<file path="src/inc/t0ps_pkg.sv">
// Purpose: Shared constants for the timer/counter with shared prescaler.
// Assumes: One system clock tick equals one oscillator period (Tosc).
// Notes:   Four oscillator periods make one instruction cycle.
package t0ps_pkg;

	// Count register data address, configuration field positions and the port C pin bit.
	localparam logic [6:0] COUNT_ADDR   = 7'h01;
	localparam int         CS_BIT       = 5;
	localparam int         EDGE_BIT     = 4;
	localparam int         PSA_BIT      = 3;
	localparam int         RATE_MSB     = 2;
	localparam int         RATE_LSB     = 0;
	localparam int         PIN5_BIT     = 5;

	// Reset values of the write-only registers and of the read data.
	localparam logic [7:0] CFG_RST      = 8'hFF;
	localparam logic [5:0] DIR_RST      = 6'h3F;
	localparam logic [7:0] RDATA_RST    = 8'h00;

	// Phase counter: Q1 is phase 0, Q4 is phase 3.
	localparam logic [1:0] PH_Q1        = 2'h0;
	localparam logic [1:0] PH_Q2        = 2'h1;
	localparam logic [1:0] PH_Q4        = 2'h3;

	// Cycles in which counting stops after a count register write.
	localparam logic [1:0] INHIBIT_CYC  = 2'h2;

	// Timing figures in picoseconds, oscillator periods and clocks; one period is one clock.
	localparam int         CLK_PS       = 8000;
	localparam int         TOSC_PS      = 8000;
	localparam int         LAT_MIN_TOSC = 3;
	localparam int         LAT_MAX_TOSC = 7;
	localparam int         LAT_MIN_CYC  = (LAT_MIN_TOSC * TOSC_PS
	                                       + CLK_PS - 1) / CLK_PS;
	localparam int         LAT_MAX_CYC  = (LAT_MAX_TOSC * TOSC_PS) / CLK_PS;

endpackage
</file>
<file path="src/hw/t0ps_presc.sv">
// Purpose: Eight-bit prescaler with power-of-two taps.
// Assumes: tick_i is a one-cycle pulse; clr_i restarts the division.
// Notes:   Taps are counter bits, so each output is symmetrical, except div_wdt_o at rate 0, which is held low.
`timescale 1ns/1ps
module t0ps_presc
	import t0ps_pkg::*;
(
	// Clock and reset.
	input  wire logic       clk_sys_i,
	input  wire logic       resetn_i,
	// Control.
	input  wire logic       clr_i,
	input  wire logic       tick_i,
	input  wire logic [2:0] rate_i,
	// Divided levels.
	output logic            div_timer_o,
	output logic            div_wdt_o
);

	logic [7:0] cnt_q;

	// The count is internal only; no register path reads or loads it.
	always_ff @(posedge clk_sys_i or negedge resetn_i) begin
		if (!resetn_i) begin
			cnt_q <= 8'h00;
		end else if (clr_i) begin
			cnt_q <= 8'h00;
		end else if (tick_i) begin
			cnt_q <= cnt_q + 8'h01;
		end
	end

	// Timer tap divides by 2 to 256, watchdog tap by 2 to 128; rate 0 holds the watchdog tap low.
	assign div_timer_o = cnt_q[rate_i];
	assign div_wdt_o   = (rate_i == 3'h0) ? 1'b0
	                     : cnt_q[3'(rate_i - 3'h1)];
endmodule

</file>
<file path="src/hw/t0ps_timer.sv">
// Purpose: Eight-bit timer/counter with a prescaler shared with watchdog.
// Assumes: Register strobes come from the core and are synchronous.
// Notes:   The count register has no reset and keeps its value.
`timescale 1ns/1ps
// Function
// - Clock source select cleared counts instruction cycles.
// - Timer mode without prescaler adds one every instruction cycle.
// - A count register write stops counting for two instruction cycles.
// - Clock source select set counts external input edges.
// - Edge select cleared counts rising edges, set counts falling.
// - Prescaler serves timer or watchdog, chosen by assignment bit.
// - Prescaler count is never readable or writable.
// - Timer prescale ratios run from 1:2 up to 1:256.
// - Rate codes 000..111 give timer 1:2..1:256, watchdog 1:1..1:128.
// - Prescaler output is sampled on second and fourth phase clocks.
// - Prescaler divides symmetrically; source period bound by ratio.
// - External change reaches the count in three to seven periods.
// - Count register at address 01h, read/write, no reset value.
// - Counter mode overrides the direction bit of port C bit five.
// - Configuration is write-only, loaded by instruction, reset to ones.
module t0ps_timer
	import t0ps_pkg::*;
(
	// Clock and reset.
	input  wire logic       clk_sys_i,
	input  wire logic       resetn_i,
	// Data register access.
	input  wire logic [6:0] reg_addr_i,
	input  wire logic       reg_wr_i,
	input  wire logic [7:0] reg_wdata_i,
	output logic      [7:0] reg_rdata_o,
	// Dedicated register loads from the working register.
	input  wire logic       cfg_load_i,
	input  wire logic       dir_load_i,
	input  wire logic [7:0] w_data_i,
	// External count input and port C drivers.
	input  wire logic       external_count_input_i,
	output logic      [5:0] port_c_oe_o,
	// Watchdog timer side.
	input  wire logic       watchdog_tick_i,
	output logic            watchdog_tick_o
);

	logic [7:0] timer_config_q;
	logic [5:0] port_c_direction_q;
	logic [7:0] timer_count_value_q;
	logic [1:0] phase_q;
	logic [1:0] inhibit_q;
	logic       src_prev_q;
	logic       samp1_q;
	logic       samp2_q;
	logic       strobe_d_q;
	logic       ext_inc_q;
	logic       tdiv_prev_q;
	logic       wdiv_prev_q;
	logic       wdt_tick_q;
	logic [7:0] rdata_q;

	logic       clock_source_select;
	logic       source_edge_select;
	logic       prescaler_assign;
	logic [2:0] prescale_rate_select;
	logic       to_timer;
	logic       cycle_end;
	logic       second_phase_clock;
	logic       fourth_phase_clock;
	logic       sample_strobe;
	logic       ext_src;
	logic       ext_rise;
	logic       presc_tick;
	logic       presc_clr;
	logic       div_timer;
	logic       div_wdt;
	logic       sync_in;
	logic       tmr_inc;
	logic       inc;
	logic       count_wr;

	assign clock_source_select  = timer_config_q[CS_BIT];
	assign source_edge_select   = timer_config_q[EDGE_BIT];
	assign prescaler_assign     = timer_config_q[PSA_BIT];
	assign prescale_rate_select = timer_config_q[RATE_MSB:RATE_LSB];
	assign to_timer             = !prescaler_assign;
	assign count_wr             = reg_wr_i && (reg_addr_i == COUNT_ADDR);

	// Write-only registers, set to all ones by reset.
	always_ff @(posedge clk_sys_i or negedge resetn_i) begin
		if (!resetn_i) begin
			timer_config_q <= CFG_RST;
		end else if (cfg_load_i) begin
			timer_config_q <= w_data_i;
		end
	end

	always_ff @(posedge clk_sys_i or negedge resetn_i) begin
		if (!resetn_i) begin
			port_c_direction_q <= DIR_RST;
		end else if (dir_load_i) begin
			port_c_direction_q <= w_data_i[5:0];
		end
	end

	// Counter mode takes the pin away from its direction bit.
	always_comb begin
		port_c_oe_o           = ~port_c_direction_q;
		port_c_oe_o[PIN5_BIT] = !port_c_direction_q[PIN5_BIT]
		                        && !clock_source_select;
	end

	// Four oscillator periods form one instruction cycle.
	always_ff @(posedge clk_sys_i or negedge resetn_i) begin
		if (!resetn_i) begin
			phase_q <= PH_Q1;
		end else begin
			phase_q <= phase_q + 2'h1;
		end
	end

	assign second_phase_clock = (phase_q == PH_Q2);
	assign fourth_phase_clock = (phase_q == PH_Q4);
	assign cycle_end          = fourth_phase_clock;
	assign sample_strobe      = second_phase_clock || fourth_phase_clock;

	// Inverting the pin turns a falling edge into a rising one.
	assign ext_src  = external_count_input_i ^ source_edge_select;
	assign ext_rise = ext_src && !src_prev_q;

	// Edge history resets high, so reset alone never looks like an edge.
	always_ff @(posedge clk_sys_i or negedge resetn_i) begin
		if (!resetn_i) begin
			src_prev_q <= 1'b1;
		end else begin
			src_prev_q <= ext_src;
		end
	end

	// The prescaler follows whichever party owns it.
	always_comb begin
		if (!to_timer) begin
			presc_tick = watchdog_tick_i;
		end else if (clock_source_select) begin
			presc_tick = ext_rise;
		end else begin
			presc_tick = cycle_end;
		end
	end

	assign presc_clr = cfg_load_i || (count_wr && to_timer);

	t0ps_presc u_presc (
		.clk_sys_i   (clk_sys_i),
		.resetn_i    (resetn_i),
		.clr_i       (presc_clr),
		.tick_i      (presc_tick),
		.rate_i      (prescale_rate_select),
		.div_timer_o (div_timer),
		.div_wdt_o   (div_wdt)
	);

	// Without a prescaler the raw input is the prescaler output.
	assign sync_in = to_timer ? div_timer : ext_src;

	always_ff @(posedge clk_sys_i or negedge resetn_i) begin
		if (!resetn_i) begin
			samp1_q    <= 1'b1;
			samp2_q    <= 1'b1;
			strobe_d_q <= 1'b0;
			ext_inc_q  <= 1'b0;
		end else begin
			if (sample_strobe) begin
				samp1_q <= sync_in;
				samp2_q <= samp1_q;
			end
			strobe_d_q <= sample_strobe;
			ext_inc_q  <= strobe_d_q && samp1_q && !samp2_q;
		end
	end

	// Timer mode with prescaler counts rises of the divided level.
	always_ff @(posedge clk_sys_i or negedge resetn_i) begin
		if (!resetn_i) begin
			tdiv_prev_q <= 1'b0;
			wdiv_prev_q <= 1'b0;
			wdt_tick_q  <= 1'b0;
		end else begin
			tdiv_prev_q <= div_timer;
			wdiv_prev_q <= div_wdt;
			if (!prescaler_assign) begin
				wdt_tick_q <= 1'b0;
			end else if (prescale_rate_select == 3'h0) begin
				wdt_tick_q <= watchdog_tick_i;
			end else begin
				wdt_tick_q <= div_wdt && !wdiv_prev_q;
			end
		end
	end

	assign watchdog_tick_o = wdt_tick_q;
	assign tmr_inc = to_timer ? (div_timer && !tdiv_prev_q) : cycle_end;
	assign inc     = clock_source_select ? ext_inc_q
	                 : tmr_inc;

	always_ff @(posedge clk_sys_i or negedge resetn_i) begin
		if (!resetn_i) begin
			inhibit_q <= 2'h0;
		end else if (count_wr) begin
			inhibit_q <= INHIBIT_CYC;
		end else if (cycle_end && inhibit_q != 2'h0) begin
			inhibit_q <= inhibit_q - 2'h1;
		end
	end

	// The count keeps its value through reset.
	always_ff @(posedge clk_sys_i) begin
		if (count_wr) begin
			timer_count_value_q <= reg_wdata_i;
		end else if (inc && inhibit_q == 2'h0) begin
			timer_count_value_q <= timer_count_value_q + 8'h01;
		end
	end

	// Only the count register is mapped; the prescaler is not.
	always_ff @(posedge clk_sys_i or negedge resetn_i) begin
		if (!resetn_i) begin
			rdata_q <= RDATA_RST;
		end else if (reg_addr_i == COUNT_ADDR) begin
			rdata_q <= timer_count_value_q;
		end else begin
			rdata_q <= RDATA_RST;
		end
	end

	assign reg_rdata_o = rdata_q;
endmodule

</file>
<file path="config.mk">
export PLATFORM = sky130hd
export DESIGN_NAME = t0ps_timer
export DESIGN_NICKNAME = d
export VERILOG_FILES = /design/src/inc/t0ps_pkg.sv /design/src/hw/t0ps_presc.sv /design/src/hw/t0ps_timer.sv
export SDC_FILE = /design/constraint.sdc
export NUM_CORES = 1
export LEC_CHECK = 0
export BUFFER_PORTS_ARGS = -buffer_cell sky130_fd_sc_hd__buf_2
export CAP_MARGIN = 5
export CORE_AREA = 2 2 71 73
export DETAILED_ROUTE_END_ITERATION = 10
export DIE_AREA = 0 0 73 75
export GPL_TIMING_DRIVEN = 0
export PLACE_DENSITY = 0.74
export REMOVE_ABC_BUFFERS = 1
export SETUP_SLACK_MARGIN = 0.5
export SYNTH_ARGS = -nofsm -noshare
export SYNTH_HDL_FRONTEND = slang
export SYNTH_SLANG_ARGS = --single-unit
</file>
<file path="constraint.sdc">
create_clock -name clk_sys_i -period 2.7 [get_ports clk_sys_i]
set_input_delay 0.135 -clock clk_sys_i [delete_from_list [all_inputs] [get_ports clk_sys_i]]
set_output_delay 0.135 -clock clk_sys_i [all_outputs]
set_load 0.1 [all_outputs]
</file>
==> results.cfg <==
[status]
status = complete, no violations

[critical_path]
start_kind = flop
cp_cell_sequence = inv_1 -> ha_4 -> mux4_2 -> nor2_1 -> nor4_1 -> o31a_1
worstSetupPathType = flop to flop
slowest_stage = dfstp_2
max_stage_delay_ps = 590
arrival_ps = 2310
end_kind = flop
crit_required_ps = 2880
path_max_fanout = 5

[logic_synthesis]
syn_area_per_cell_sq_um = 11.37
yosysSeqAreaShare_pct = 52.53
syn_inst = 211
postSynth.asyncResetShare_pct = 83.33
yosys_register_bits = 48
synth_warnings = 0
synthFlopType = dfrtp_1
ys_types = 43
synth_edf_count = 8
syn_area_sq_um = 2399

[placement]
port_buffers = 42
hpwl_um = 3107
gp_congestion = 0.8150
dpl_cell_area_sq_um = 2645
dpl.cell_count = 301

[floorplan]
rows = 25
coreArea_sq_um = 4661
fp.dieW_um = 73
dieArea_sq_um = 5475
ios = 45
start_util_pct = 51.46
dieHeight_um = 75

[power_and_ir_drop]
peakVddDrop_mv = 0.2348
p_leak_nw = 1.254
switching_share_pct = 28.82
p_seq_share_pct = 50.8
clockPowerShare_pct = 30.4
combPwrFrac_pct = 18.8
power.net_switching_mw = 0.4827
power.density_nw_per_um2 = 601.0
p_int_mw = 1.192

[sta]
drv_slew = 0
setup_tns_ps = 0
hold_viol = 0
slew_headroom_pct = 42.33
setup-violations-final = 0
layout_worst_path_cycle_share_pct = 78.98
clock-skew-final_ps = 9.413
layout_min_cycle_time_ps = 2132
rsz0062_at_grt = no
worstMarginPinSlew_ps = 865.0
clock.fmax_mhz = 468.9

[global_routing]
antenna_found_initial = 0
grt_max_degree = 41
overflow = 0
grt_pass1_vias = 1581
grt_pass1_wl_um = 7196
track_usage_pct = 17.19

[drt]
via_count = 1713
wl_um = 4363
first_pass_iters = 4
drtIter0Drc = 99
vias_per_cell = 5.526
ant_nets = 0
wl_per_cell_um = 14.07
route.detailed.drc = 0

[run]
drv_cap = 0

[clocking]
clk-insertion-delay-late_ps = 300
clockBufferDepth = 2
cts.sinks = 48
tritoncts = built
root_buffer = clkbuf_8
cts-buffers-inserted = 5
htreeDepth = 2
path_clk_slew_ps = 80

[hold_path]
hold_path.class = input pin to flop

[finish]
fin_area_sq_um = 2786
nFillCells = 394
drive_gt1_share_pct = 33.98
final_cells = 310
nNetsFinal = 292
area_growth_pct = 16.17
diodes = 0
[cell type report]
type	instances	area (sq um)	area share, %
flip-flops and latches	48	1260	45.22
clock buffers	5	68.82	2.470
clock inverters	3	42.54	1.527
inverters	16	60.06	2.155
well taps	54	67.56	2.425
repair buffers	43	220.2	7.903
multi-input cells	141	1067	38.30
[sequential cells by signal, indices dropped and copies added, names as in the netlist]
register and count:
strobe_d_q 1, ext_inc_q 1, port_c_direction_q 6, phase_q 2, u_presc.cnt_q 8, samp2_q 1
wdiv_prev_q 1, src_prev_q 1, inhibit_q 2, reg_rdata_o 8, timer_config_q 6, tdiv_prev_q 1
watchdog_tick_o 1, samp1_q 1, timer_count_value_q 8
[logic make-up after synthesis]
family	count (synthesis)	synth area share [%]
xor gates and xnor gates	8	3.234
buffers and inverters	22	3.808
AOI/OAI and AO/OA	40	11.11
adders and majority gates	7	3.651
DFF	48	52.53
muxes	15	9.337
and+or+nand+nor	71	16.33
[through the flow]
step / setup WS, ps / power, mW / hold slack [ps] / utilization (%)
floorplan: 654.5 / 1.080 / -160.6 / -
global placement: 550.9 / 1.157 / 295.5 / 56.75
detailed placement: 514.1 / 1.167 / 300.8 / 56.75
CTS: 558.1 / 1.680 / 15.18 / 59.62
global route: 506.6 / 1.760 / 22.79 / 59.79
finish: 567.5 / 1.675 / 21.71 / 59.79
[routing by layer]
metal / routed length (um) / global-route usage, % / vias to the layer above
met5: 0 / 0 / -
met4: 41 / 6.584 / 0
met3: 184 / 3.481 / 5
met2: 2110 / 26.33 / 45
met1: 2027 / 24.30 / 820
li1: - / - / 843
[power by group through the flow]
stage | clock network, mW | registers (mW) | logic [mW]
global placement | 0 | 0.861 | 0.297
finish | 0.509 | 0.851 | 0.315
floorplan | 0 | 0.869 | 0.210
detailed placement | 0 | 0.863 | 0.304
global route | 0.550 | 0.859 | 0.351
CTS | 0.518 | 0.850 | 0.312
[critical path, delay by kind of cell (launching register included)]
kind	cells	cell delay, ps
adders and majority gates	1	320
and+or+nand+nor	2	220
DFF	1	590
muxes	1	490
AOI/OAI and AO/OA	1	280
buffers and inverters	1	120
[cell usage in the layout, fill, tap and decap left out, drive strengths merged, types with 2 or more instances in the layout]
master	instances
o21ai	12
mux4	4
buf	42
mux2	10
or3	2
dfstp	15
nor2b	2
clkbuf	5
o31ai	7
nand2	16
and2	2
or4	7
nor4	2
a21oi	15
dfrtp	25
nor2	16
nand4	2
edfxtp	8
inv	16
xor2	3
xnor2	5
nand3	5
nor3	3
and3	10
ha	7
[cells in the mapped netlist, types with 4 or more instances]
| library cell | n | area [sq um] |
|---|---|---|
| a21oi_1 | 15 | 75.07 |
| and3_1 | 10 | 62.56 |
| clkbuf_1 | 4 | 15.01 |
| dfrtp_1 | 25 | 625.6 |
| dfstp_2 | 15 | 394.1 |
| edfxtp_1 | 8 | 240.2 |
| ha_1 | 7 | 87.58 |
| inv_1 | 16 | 60.06 |
| mux2_2 | 9 | 101.4 |
| nand2_1 | 16 | 60.06 |
| nand3_1 | 4 | 20.02 |
| nor2_1 | 16 | 60.06 |
| o21ai_0 | 11 | 55.05 |
| o31ai_1 | 7 | 52.55 |
| or4_1 | 7 | 52.55 |
| xnor2_1 | 5 | 43.79 |
[timing repair]
| item | CTS | global route |
|---|---|---|
| endpoints found under the hold margin | 25 | 0 |
| setup buffers | 0 | 0 |
| endpoints found under the setup margin | 1 | 3 |
| gates resized for setup | 1 | 2 |
| hold buffers | 1 | 0 |
[final timing paths]
kind	slack, ps	to	cells past startpoint	startpoint
worst max-delay path	570	watchdog_tick_o$_DFF_PN0_	6	timer_config_q[0]$_DFFE_PN1P_
worst min-delay path	20	src_prev_q$_DFF_PN1_	2	external_count_input_i
worst max register to register	570	watchdog_tick_o$_DFF_PN0_	6	timer_config_q[0]$_DFFE_PN1P_
max in group asynchronous	1670	ext_inc_q$_DFF_PN0_	2	resetn_i
worst min register to register	460	phase_q[0]$_DFF_PN0_	1	phase_q[0]$_DFF_PN0_
min in group asynchronous	490	reg_rdata_o[7]$_DFF_PN0_	2	resetn_i
Power figures use the tool's default switching activity.
